--- config.mk ---
export PLATFORM = sky130hd
export DESIGN_NAME = lss_supervisor
export DESIGN_NICKNAME = d
export VERILOG_FILES = /design/src/lss_pkg.sv /design/src/lss_sync.sv /design/src/lss_timer.sv /design/src/lss_supervisor.sv
export SDC_FILE = /design/constraint.sdc
export NUM_CORES = 1
export LEC_CHECK = 0
export BUFFER_PORTS_ARGS = -buffer_cell sky130_fd_sc_hd__buf_4
export CORE_MARGIN = 1.5
export CORE_UTILIZATION = 55
export DETAILED_ROUTE_END_ITERATION = 6
export HOLD_SLACK_MARGIN = 0.05
export PLACE_DENSITY_LB_ADDON = 0.1
export REMOVE_ABC_BUFFERS = 1
export SYNTH_ARGS = -nofsm -noshare
export SYNTH_HDL_FRONTEND = slang
export SYNTH_SLANG_ARGS = --single-unit
export TNS_END_PERCENT = 1
--- constraint.sdc ---
create_clock -name ref_clk -period 2.3 [get_ports ref_clk]
set_input_delay 0.115 -clock ref_clk [delete_from_list [all_inputs] [get_ports ref_clk]]
set_output_delay 0.115 -clock ref_clk [all_outputs]
set_load 0.005 [all_outputs]
--- src/lss_pkg.sv ---
// Package for the line and supply supervisor: timing constants, modes and carriers
package lss_pkg;

  localparam int unsigned CLK_HZ = 100_000_000;

  // Times in their own units, cycle counts derived (least times round up)
  localparam int unsigned BROWNOUT_MS = 54;
  localparam int unsigned HIGH_TO_LOW_MS = 54;
  localparam int unsigned LOW_TO_HIGH_US = 300;
  localparam int unsigned FAULT_BLANK_NS = 30000;
  localparam int unsigned OVERLOAD_MS = 80;

  localparam int unsigned BROWNOUT_CYC = BROWNOUT_MS * (CLK_HZ / 1000);
  localparam int unsigned HIGH_TO_LOW_CYC = HIGH_TO_LOW_MS * (CLK_HZ / 1000);
  localparam int unsigned LOW_TO_HIGH_CYC = LOW_TO_HIGH_US * (CLK_HZ / 1_000_000);
  localparam int unsigned FAULT_BLANK_CYC = (FAULT_BLANK_NS * (CLK_HZ / 1_000_000) + 999) / 1000;
  localparam int unsigned OVERLOAD_CYC = OVERLOAD_MS * (CLK_HZ / 1000);

  localparam int TMR_W = 24;

  // On-time limit divisor in high-line mode
  localparam logic [1:0] HIGH_LINE_ON_DIV = 2'h3;
  localparam logic [1:0] LOW_LINE_ON_DIV = 2'h1;

  // Supply sequencer states
  typedef enum logic [1:0] {
    LSS_CHARGE = 2'b00,
    LSS_RUN = 2'b01,
    LSS_FAULT = 2'b10,
    LSS_LATCH = 2'b11
  } lss_state_t;

  // Comparator outputs, grouped
  typedef struct packed {
    logic vcc_on;       // Supply above turn-on level
    logic vcc_off;      // Supply above minimum operating level
    logic vcc_inhibit;  // Supply above inhibit level
    logic supply_overvoltage_level;      // Supply above supply_overvoltage_level
    logic bo_start;     // Line above brownout_start_level
    logic bo_stop;      // Line above brownout_stop_level
    logic drv_disable;  // Line above drive_disable_level
    logic line_sel;     // Line above line_select_level
    logic fault_upper;  // Fault input above upper threshold
    logic fault_lower;  // Fault input below lower threshold
    logic cs_limit;     // Flyback current sense at cycle limit
  } lss_cmp_t;

  // Sequencer outputs, grouped
  typedef struct packed {
    logic startup_en;    // Startup current source on
    logic startup_full;  // Full startup current selected
    logic pfc_en;        // Power-factor stage enabled
    logic flyback_en;    // Flyback stage enabled
    logic high_line;     // High-line mode
    logic [1:0] on_div;  // Maximum on-time divisor
  } lss_ctl_t;

endpackage

--- src/lss_sync.sv ---
// Two-stage synchroniser for a vector of comparator levels
`timescale 1ns/1ns
module lss_sync #(
  parameter int W = 11
) (
  input wire logic ref_clk,      // System clock
  input wire logic nrst,         // Async reset, active low
  input wire logic [W-1:0] d,    // Raw levels
  output logic [W-1:0] q         // Synchronised levels
);

  logic [W-1:0] s1_r;
  logic [W-1:0] s2_r;

  // First stage feeds only the second
  always_ff @(posedge ref_clk or negedge nrst) begin
    if (!nrst) begin
      s1_r <= '0;
      s2_r <= '0;
    end else begin
      s1_r <= d;
      s2_r <= s1_r;
    end
  end

  assign q = s2_r;

endmodule

--- src/lss_timer.sv ---
// Run-while-enabled cycle counter with an expiry flag held until run drops
`timescale 1ns/1ns
module lss_timer #(
  parameter int unsigned LIMIT = 16
) (
  input wire logic ref_clk,   // System clock
  input wire logic nrst,      // Async reset, active low
  input wire logic run,       // Count while high, clear when low
  output logic expired        // High once LIMIT cycles counted
);

  localparam logic [lss_pkg::TMR_W-1:0] LIM = lss_pkg::TMR_W'(LIMIT);

  logic [lss_pkg::TMR_W-1:0] cnt_r;
  logic [lss_pkg::TMR_W-1:0] cnt_nxt;

  // Saturates at the limit so expiry holds while run stays high
  always_comb begin
    cnt_nxt = cnt_r;
    if (!run) begin
      cnt_nxt = '0;
    end else if (cnt_r != LIM) begin
      cnt_nxt = cnt_r + 1'b1;
    end
  end

  always_ff @(posedge ref_clk or negedge nrst) begin
    if (!nrst) begin
      cnt_r <= '0;
    end else begin
      cnt_r <= cnt_nxt;
    end
  end

  assign expired = (cnt_r == LIM);

endmodule

--- src/lss_supervisor.sv ---
// Line and supply supervisor: startup, brown-out, line mode and fault sequencing
// Function
// - At supply turn-on level, switch startup source off and enable controller.
// - Source stays off until supply below minimum; then disable stages, recharge.
// - Below inhibit level select low startup current, else full startup current.
// - While flyback enabled, supply overvoltage latches the controller off.
// - Any fault disables; restart at next turn-on with non-latching faults cleared.
// - Flyback enabled only with line above brown-out start and supply turned on.
// - Line rising across brown-out start enables startup source immediately, except while running.
// - Line below brown-out stop starts a 54 ms brown-out timer.
// - After timer expiry, disable both stages once line below drive-disable level.
// - Line mode starts in low-line after power-up.
// - Go high-line only after line above select level for over 300 us.
// - After high-to-low, inhibit low-to-high timer until line dips below stop.
// - High-line: 54 ms timer runs below select level, resets above, expiry to low.
// - High-line mode cuts maximum on-time limit to one third.
// - Fault inputs confirmed only after persisting for the 30 us blanking delay.
// - Overload timer of 80 ms at current limit; expiry is an overload fault.
`timescale 1ns/1ns
module lss_supervisor (
  input wire logic ref_clk,                 // 100 MHz clock
  input wire logic nrst,                    // Async reset, active low
  input wire lss_pkg::lss_cmp_t cmp,        // Raw comparator levels
  input wire logic latch_lower_fault,       // Lower fault latches when high (option A)
  input wire logic soft_start_done,         // Flyback soft-start finished
  input wire logic thermal_ok,              // Die temperature acceptable
  output lss_pkg::lss_ctl_t ctl,            // Registered control outputs
  output logic fault_latched,               // Controller latched off
  output logic brownout                     // Brown-out shutdown active
);

  lss_pkg::lss_cmp_t cs;
  lss_pkg::lss_state_t st_r;
  lss_pkg::lss_state_t st_nxt;
  lss_pkg::lss_ctl_t ctl_r;
  lss_pkg::lss_ctl_t ctl_nxt;
  logic bo_start_d_r;
  logic bo_start_d_nxt;
  logic bo_off_r;
  logic bo_off_nxt;
  logic hl_inhibit_r;
  logic hl_inhibit_nxt;
  logic bo_exp;
  logic l2h_exp;
  logic h2l_exp;
  logic upper_conf;
  logic lower_conf;
  logic ovld_exp;
  logic stages_on;
  logic ovp_fault;
  logic latch_fault;
  logic any_fault;
  logic lower_run;

  lss_sync #(
    .W($bits(lss_pkg::lss_cmp_t))
  ) u_sync (
    .ref_clk(ref_clk),
    .nrst(nrst),
    .d(cmp),
    .q(cs)
  );

  // brown-out timer runs below stop level
  lss_timer #(
    .LIMIT(lss_pkg::BROWNOUT_CYC)
  ) u_bo_tmr (
    .ref_clk(ref_clk),
    .nrst(nrst),
    .run(!cs.bo_stop),
    .expired(bo_exp)
  );

  // low-to-high qualification, held off by inhibit
  lss_timer #(
    .LIMIT(lss_pkg::LOW_TO_HIGH_CYC)
  ) u_l2h_tmr (
    .ref_clk(ref_clk),
    .nrst(nrst),
    .run(cs.line_sel && !ctl_r.high_line && !hl_inhibit_r),
    .expired(l2h_exp)
  );

  // high-to-low timer resets above select level
  lss_timer #(
    .LIMIT(lss_pkg::HIGH_TO_LOW_CYC)
  ) u_h2l_tmr (
    .ref_clk(ref_clk),
    .nrst(nrst),
    .run(!cs.line_sel && ctl_r.high_line),
    .expired(h2l_exp)
  );

  lss_timer #(
    .LIMIT(lss_pkg::FAULT_BLANK_CYC)
  ) u_up_blank (
    .ref_clk(ref_clk),
    .nrst(nrst),
    .run(cs.fault_upper),
    .expired(upper_conf)
  );

  // Lower fault is ignored until soft-start completes, since the pin capacitor is charging
  assign lower_run = cs.fault_lower && soft_start_done;

  lss_timer #(
    .LIMIT(lss_pkg::FAULT_BLANK_CYC)
  ) u_lo_blank (
    .ref_clk(ref_clk),
    .nrst(nrst),
    .run(lower_run),
    .expired(lower_conf)
  );

  lss_timer #(
    .LIMIT(lss_pkg::OVERLOAD_CYC)
  ) u_ovld_tmr (
    .ref_clk(ref_clk),
    .nrst(nrst),
    .run(cs.cs_limit && ctl_r.flyback_en),
    .expired(ovld_exp)
  );

  assign stages_on = (st_r == lss_pkg::LSS_RUN);

  // overvoltage watched only with flyback on
  assign ovp_fault = ctl_r.flyback_en && cs.supply_overvoltage_level;

  // Latching faults; option choice decides the lower fault
  assign latch_fault = ovp_fault || (lower_conf && latch_lower_fault);

  assign any_fault = latch_fault || upper_conf || ovld_exp || lower_conf || !thermal_ok;

  // Brown-out and line-mode bookkeeping
  always_comb begin
    bo_start_d_nxt = cs.bo_start;
    bo_off_nxt = bo_off_r;
    hl_inhibit_nxt = hl_inhibit_r;
    if (bo_exp && !cs.drv_disable) begin
      bo_off_nxt = 1'b1;
    end else if (cs.bo_start) begin
      bo_off_nxt = 1'b0;
    end
    // inhibit clears on a stop-level dip
    if (h2l_exp && ctl_r.high_line) begin
      hl_inhibit_nxt = 1'b1;
    end else if (!cs.bo_stop) begin
      hl_inhibit_nxt = 1'b0;
    end
  end

  // Sequencer next state and control outputs
  always_comb begin
    st_nxt = st_r;
    ctl_nxt = ctl_r;
    case (st_r)
      lss_pkg::LSS_CHARGE: begin
        if (cs.vcc_on && !any_fault) begin
          st_nxt = lss_pkg::LSS_RUN;
        end
      end
      lss_pkg::LSS_RUN: begin
        if (latch_fault) begin
          st_nxt = lss_pkg::LSS_LATCH;
        end else if (any_fault) begin
          st_nxt = lss_pkg::LSS_FAULT;
        end else if (!cs.vcc_off) begin
          st_nxt = lss_pkg::LSS_CHARGE;
        end
      end
      lss_pkg::LSS_FAULT: begin
        // Wait for supply to drop so restart happens at the next turn-on crossing
        if (!cs.vcc_off) begin
          st_nxt = lss_pkg::LSS_CHARGE;
        end
      end
      lss_pkg::LSS_LATCH: begin
        // Only a brown-out releases the latch; supply cycling leaves it set
        if (bo_off_r) begin
          st_nxt = lss_pkg::LSS_CHARGE;
        end
      end
      default: begin
        st_nxt = lss_pkg::LSS_CHARGE;
      end
    endcase
    // startup source off while running; line rise re-enables it
    ctl_nxt.startup_en = (st_nxt == lss_pkg::LSS_CHARGE) ||
                         (cs.bo_start && !bo_start_d_r && st_nxt != lss_pkg::LSS_RUN);
    ctl_nxt.startup_full = cs.vcc_inhibit;
    ctl_nxt.pfc_en = (st_nxt == lss_pkg::LSS_RUN) && !bo_off_nxt;
    // flyback needs line above start and turn-on reached
    ctl_nxt.flyback_en = (st_nxt == lss_pkg::LSS_RUN) && !bo_off_nxt &&
                         (cs.bo_start || ctl_r.flyback_en);
    // switch to high line; expiry returns low
    if (!ctl_r.high_line && l2h_exp) begin
      ctl_nxt.high_line = 1'b1;
    end else if (ctl_r.high_line && h2l_exp) begin
      ctl_nxt.high_line = 1'b0;
    end
    // on-time divided by three in high line
    ctl_nxt.on_div = ctl_nxt.high_line ? lss_pkg::HIGH_LINE_ON_DIV : lss_pkg::LOW_LINE_ON_DIV;
  end

  // Register all sequencer state; low-line at reset
  always_ff @(posedge ref_clk or negedge nrst) begin
    if (!nrst) begin
      st_r <= lss_pkg::LSS_CHARGE;
      ctl_r <= '{startup_en: 1'b1, startup_full: 1'b0, pfc_en: 1'b0, flyback_en: 1'b0,
                 high_line: 1'b0, on_div: lss_pkg::LOW_LINE_ON_DIV};
      bo_start_d_r <= 1'b0;
      bo_off_r <= 1'b0;
      hl_inhibit_r <= 1'b0;
    end else begin
      st_r <= st_nxt;
      ctl_r <= ctl_nxt;
      bo_start_d_r <= bo_start_d_nxt;
      bo_off_r <= bo_off_nxt;
      hl_inhibit_r <= hl_inhibit_nxt;
    end
  end

  assign ctl = ctl_r;
  assign fault_latched = (st_r == lss_pkg::LSS_LATCH);
  assign brownout = bo_off_r;
  // Stage-on view kept for readability of the run condition
  logic unused_ok;
  assign unused_ok = stages_on;

endmodule

# ---- Word-level counts from Yosys, hierarchy flattened
# Cells that the tools add are included.
dict set report word_totals {
  elab_cells 105
  ff_bits 178
  out_inout_bits 9
  input_bits 16
}
dict set report classes {
  mux 25
  n_reduce_logical 33
  add_sub_neg 6
  n_eq_ne 23
}
# operator count
set ops {}
lappend ops {{$mux W24} 12}
lappend ops {{$add A24 B1 Y24 const B} 6}
lappend ops {{$eq A24 B23 Y1 const B} 3}
lappend ops {{$ne A24 B23 Y1 const B} 3}
lappend ops {{$eq A24 B12 Y1 const B} 2}
lappend ops {{$ne A24 B12 Y1 const B} 2}
lappend ops {{$eq A24 B15 Y1 const B} 1}
lappend ops {{$ne A24 B15 Y1 const B} 1}
lappend ops {{$logic_and A1 B1 Y1} 15}
lappend ops {{$mux W2} 6}
lappend ops {{$ne A2 B2 Y1 const B} 5}
lappend ops {{$logic_not A1 Y1} 8}
lappend ops {{$pmux W2 S4} 1}
lappend ops {{$logic_or A1 B1 Y1} 7}
lappend ops {{$mux W1} 6}
lappend ops {{$eq A2 B1 Y1 const B} 2}
lappend ops {{$eq A2 B2 Y1 const B} 2}
lappend ops {{$logic_not A2 Y1} 2}
lappend ops {{$ne A2 B1 Y1 const B} 2}
lappend ops {{$reduce_bool A2 Y1} 1}

# ---- Longest topological paths before layout
dict set report logic_depth {
  depth_word 14
  depth_mapped 8
  ltp_nobuf 8
}

# ---- Hierarchy
# Synthesis repeated with hierarchy kept, for this count alone.
dict set report unflattened {
  cells_unflattened 904
  hier_area_um2 9019.9
}
# module cells_each seq_area_each_um2 area_each_um2 n_inst
set by_module_without_submodules {}
lappend by_module_without_submodules {{lss_timer (u_bo_tmr ...)} 141 600.6 1365.1 2}
lappend by_module_without_submodules {{lss_timer (u_lo_blank ...)} 141 600.6 1302.5 2}
lappend by_module_without_submodules {{lss_timer (u_ovld_tmr)} 135 600.6 1325.0 1}
lappend by_module_without_submodules {{lss_timer (u_l2h_tmr)} 139 600.6 1312.5 1}
lappend by_module_without_submodules {lss_sync 22 550.5 550.5 1}
lappend by_module_without_submodules {lss_supervisor 44 251.5 496.7 1}

# ---- Worst setup path before layout
# Ideal clock, no wire load.
dict set report synth_path {
  path_kind {register to register}
  start {reg u_lo_blank.cnt_r[19] in the netlist's numbering}
  end {reg ctl_r (netlist bit ctl[6])}
  synth_period_minus_slack_ps 1927
  arrival_ps 1852
  setup_time_ps 75
  path_slack_ps 373
  path_buffers 0
  t_required_ps 2225
  stages_incl_launch_ff 6
  cell_sequence {dfrtp_1 > or4_1 > or3_4 > nor3_2 > o31a_2 > mux2i_1}
}
# element line
set synth_rtl {}
lappend synth_rtl {{start: declaration} lss_timer.sv:14} ;# logic [lss_pkg::TMR_W-1:0] cnt_r;
lappend synth_rtl {{start signal: assignment} lss_timer.sv:31} ;# cnt_r <= cnt_nxt;
lappend synth_rtl {{end signal: assignment} lss_supervisor.sv:209} ;# ctl_r <= '{startup_en: 1'b1, startup_full: 1'b0, pfc_en: 1'b0, flyback_en: 1'b0,
lappend synth_rtl {{end signal: assignment} lss_supervisor.sv:216} ;# ctl_r <= ctl_nxt;
lappend synth_rtl {{end: declaration} lss_supervisor.sv:35} ;# lss_pkg::lss_ctl_t ctl_r;

==> results.json <==
{
  "cts_inserted_buffers": 17,
  "cts_tree": "built",
  "finalHoldViolCount": 0,
  "power_frac_seq_pct": 48.7,
  "crit_slowest_cell": "or4_1",
  "clkPwrFrac_pct": 46.6,
  "die_w_um": 126,
  "layout-drive-gt1-share_pct": 9.27,
  "r2r_slack_ns": 0.24,
  "clk_pin_slew_ns": 0.07,
  "power.density_nw_per_um2": 701,
  "p_leak_nw": 3.94,
  "timing.final.crit_share_pct": 89.6,
  "synth_edf_count": 0,
  "crit_fanout": 5,
  "dp_hpwl_um": 10700,
  "finalSetupViolCount": 0,
  "fin_tns_setup_ns": 0,
  "power_switching_mw": 1.47,
  "ir_drop_uv": 532,
  "rsz0062_at_grt": "false",
  "cp.required_ns": 2.66,
  "fin_util_pct": 64.5,
  "arrival_ns": 2.42,
  "core_sq_um": 14700,
  "synth_cell_type_count": 50,
  "postPlaceCellArea_sq_um": 8710,
  "drv_cap": 0,
  "p_comb_share_pct": 4.7,
  "outcome": "finished, final reports clean",
  "num_vias": 6003,
  "ios": 25,
  "area_growth_pct": 13.6,
  "pre_cts_ws_ns": 0.241,
  "clock_sinks": 176,
  "grt_pass1_vias": 5987,
  "drc": 0,
  "gp_congestion": 0.845,
  "yosys_warnings": 0,
  "fin_ws_ns": 0.239,
  "cp_slowest_stage_delay_ns": 0.51,
  "end_kind": "register",
  "async_flop_share_pct": 100,
  "diodes": 0,
  "drt_wl_total_um": 15700,
  "min_period_ns": 2.06,
  "yosys_most_used_dff": "dfrtp_1",
  "p_int_mw": 5.17,
  "clockRootBuffer": "clkbuf_16",
  "start_util_pct": 56.8,
  "yosysSeqAreaShare_pct": 52.8,
  "final_cell_mix": "175 x dfrtp_1, 117 x nor2_1, 64 x xor2_1, 57 x nand2_1, 53 x nand3_1",
  "path_cells": "or4_1 -> or3_4 -> nor3_2 -> o31a_2 -> mux2i_1",
  "startpoint_type": "register",
  "grt_max_degree": 60,
  "drtAntennaViolNets": 0,
  "syn-cell-area_sq_um": 8350,
  "maxSlewHeadroom_pct": 38.9,
  "wl_per_cell_um": 14.7,
  "final_common_cell": "dfrtp_1",
  "fp.dieH_um": 126,
  "syn_area_per_cell_sq_um": 9.98,
  "synth_seq_cells": 176,
  "portBuffers": 23,
  "max_freq_mhz": 485,
  "cts_resized": 0,
  "antenna_found_initial": 0,
  "slew_violations": 0,
  "netlist_instances": 836,
  "grt.total_usage_pct": 21.2,
  "whs_ns": 0.223,
  "tightest_slew_ns": 0.916,
  "netSwitchingFraction_pct": 22.2,
  "drt-pass1-iter-count": 5,
  "r2r-start": "u_lo_blank.cnt_r[19]",
  "fin_nets": 900,
  "htreeDepth": 4,
  "num_rows": 44,
  "viasPerCell": 5.62,
  "r2r_end": "ctl[6]",
  "final_area_sq_um": 9480,
  "r2r_cells": 5,
  "dieArea_sq_um": 15900,
  "grt_pass1_wl_um": 27400,
  "clk_latency_ns": 0.43,
  "clockBufferDepth": 2,
  "grt_overflow_total": 0,
  "finClkSkew_ns": 0.0128,
  "min_path_type": "in -> async",
  "crit_type": "reg -> reg",
  "initialDrtViolationCount": 379
}
worst max-delay path by stage:
stage / to / startpoint / cells after the start
global route: u_l2h_tmr.cnt_r[22] / u_l2h_tmr.cnt_r[0] / 7
global placement: ctl[6] / u_lo_blank.cnt_r[19] / 5
finish: ctl[6] / u_lo_blank.cnt_r[19] / 5
detailed placement: ctl[6] / u_lo_blank.cnt_r[19] / 5
CTS: ctl[6] / u_lo_blank.cnt_r[19] / 5
floorplan: ctl[6] / u_lo_blank.cnt_r[19] / 5
synth_stat cells (9+ instances only):
| cell type | number | share of area (%) |
|---|---|---|
| nand3_1 | 53 | 3.2 |
| nand2_1 | 57 | 2.6 |
| a21oi_1 | 31 | 1.9 |
| inv_1 | 28 | 1.3 |
| nor3_1 | 13 | 0.78 |
| and4_1 | 11 | 1.2 |
| o21ai_0 | 31 | 1.9 |
| or3_1 | 28 | 2.1 |
| and2_1 | 17 | 1.3 |
| xor2_1 | 64 | 6.7 |
| nand4_1 | 30 | 2.2 |
| nor2_1 | 117 | 5.3 |
| clkbuf_1 | 22 | 0.99 |
| dfrtp_1 | 175 | 52 |
| nor4b_1 | 9 | 0.94 |
| xnor2_1 | 43 | 4.5 |
| ha_1 | 12 | 1.8 |
| and3_1 | 22 | 1.6 |
| nor4_1 | 11 | 0.82 |
repair_timing:
action / in CTS / in global routing
hold buffers: 13 / 0
buffers inserted: 0 / 0
hold endpoints to repair: 63 / 0
endpoints found under the setup margin: 0 / 0
metal layers:
metal	GRT usage, %	wire length [um]
met1	28.6	7450
met2	34.7	7620
met3	4.72	460
met4	6.02	126
met5	0	0
registers in the layout (all words and copies together), names as in the netlist:
name and flops:
u_bo_tmr.cnt_r 24, u_h2l_tmr.cnt_r 24, u_l2h_tmr.cnt_r 24, u_lo_blank.cnt_r 24, u_ovld_tmr.cnt_r 24, u_up_blank.cnt_r 24, u_sync.q 11, u_sync.s1_r 11
ctl 5, st_r 2, bo_start_d_r 1, brownout 1, hl_inhibit_r 1
critical path: cells and delay by family, from the launching register on:
family | cells | cell delay (ns)
simple gates | 3 | 1.11
compound gates | 1 | 0.25
flops | 1 | 0.43
mux | 1 | 0.20
power groups by stage:
stage               clock [mW]  sequential (mW)  combinational (mW)
finish                    3.09             3.24               0.316
floorplan                    0             3.27               0.141
detailed placement           0             3.29               0.303
global placement             0             3.29               0.295
global route              3.32             3.24               0.355
CTS                       3.16             3.24               0.322
logic make-up after synthesis:
logic type      share of synthesized area, %
simple gates                            25.9
flops                                   52.8
xor+xnor                                11.2
compound gates                          4.95
buf+inv                                 2.58
fa+ha+maj                               1.80
mux                                    0.750
other cells                           0.0449
stage by stage:
step           std cells  total power, mW
3_5_place_dp        1024             3.60
2_1_floorplan        810             3.41
4_1_cts             1069             6.71
5_1_grt             1069             6.92
6_report            1069             6.65
3_3_place_gp        1024             3.58
cell type report:
cell class	count	area [sq um]
Clock buffer	18	439
Inverter	28	105
Clock inverter	14	203
Tap cell	184	230
Multi-Input combinational cell	606	3720
Fill cell	1161	5220
Sequential cell	176	4410
Timing Repair Buffer	43	372
No activity file was read; power rests on OpenSTA's default activity.
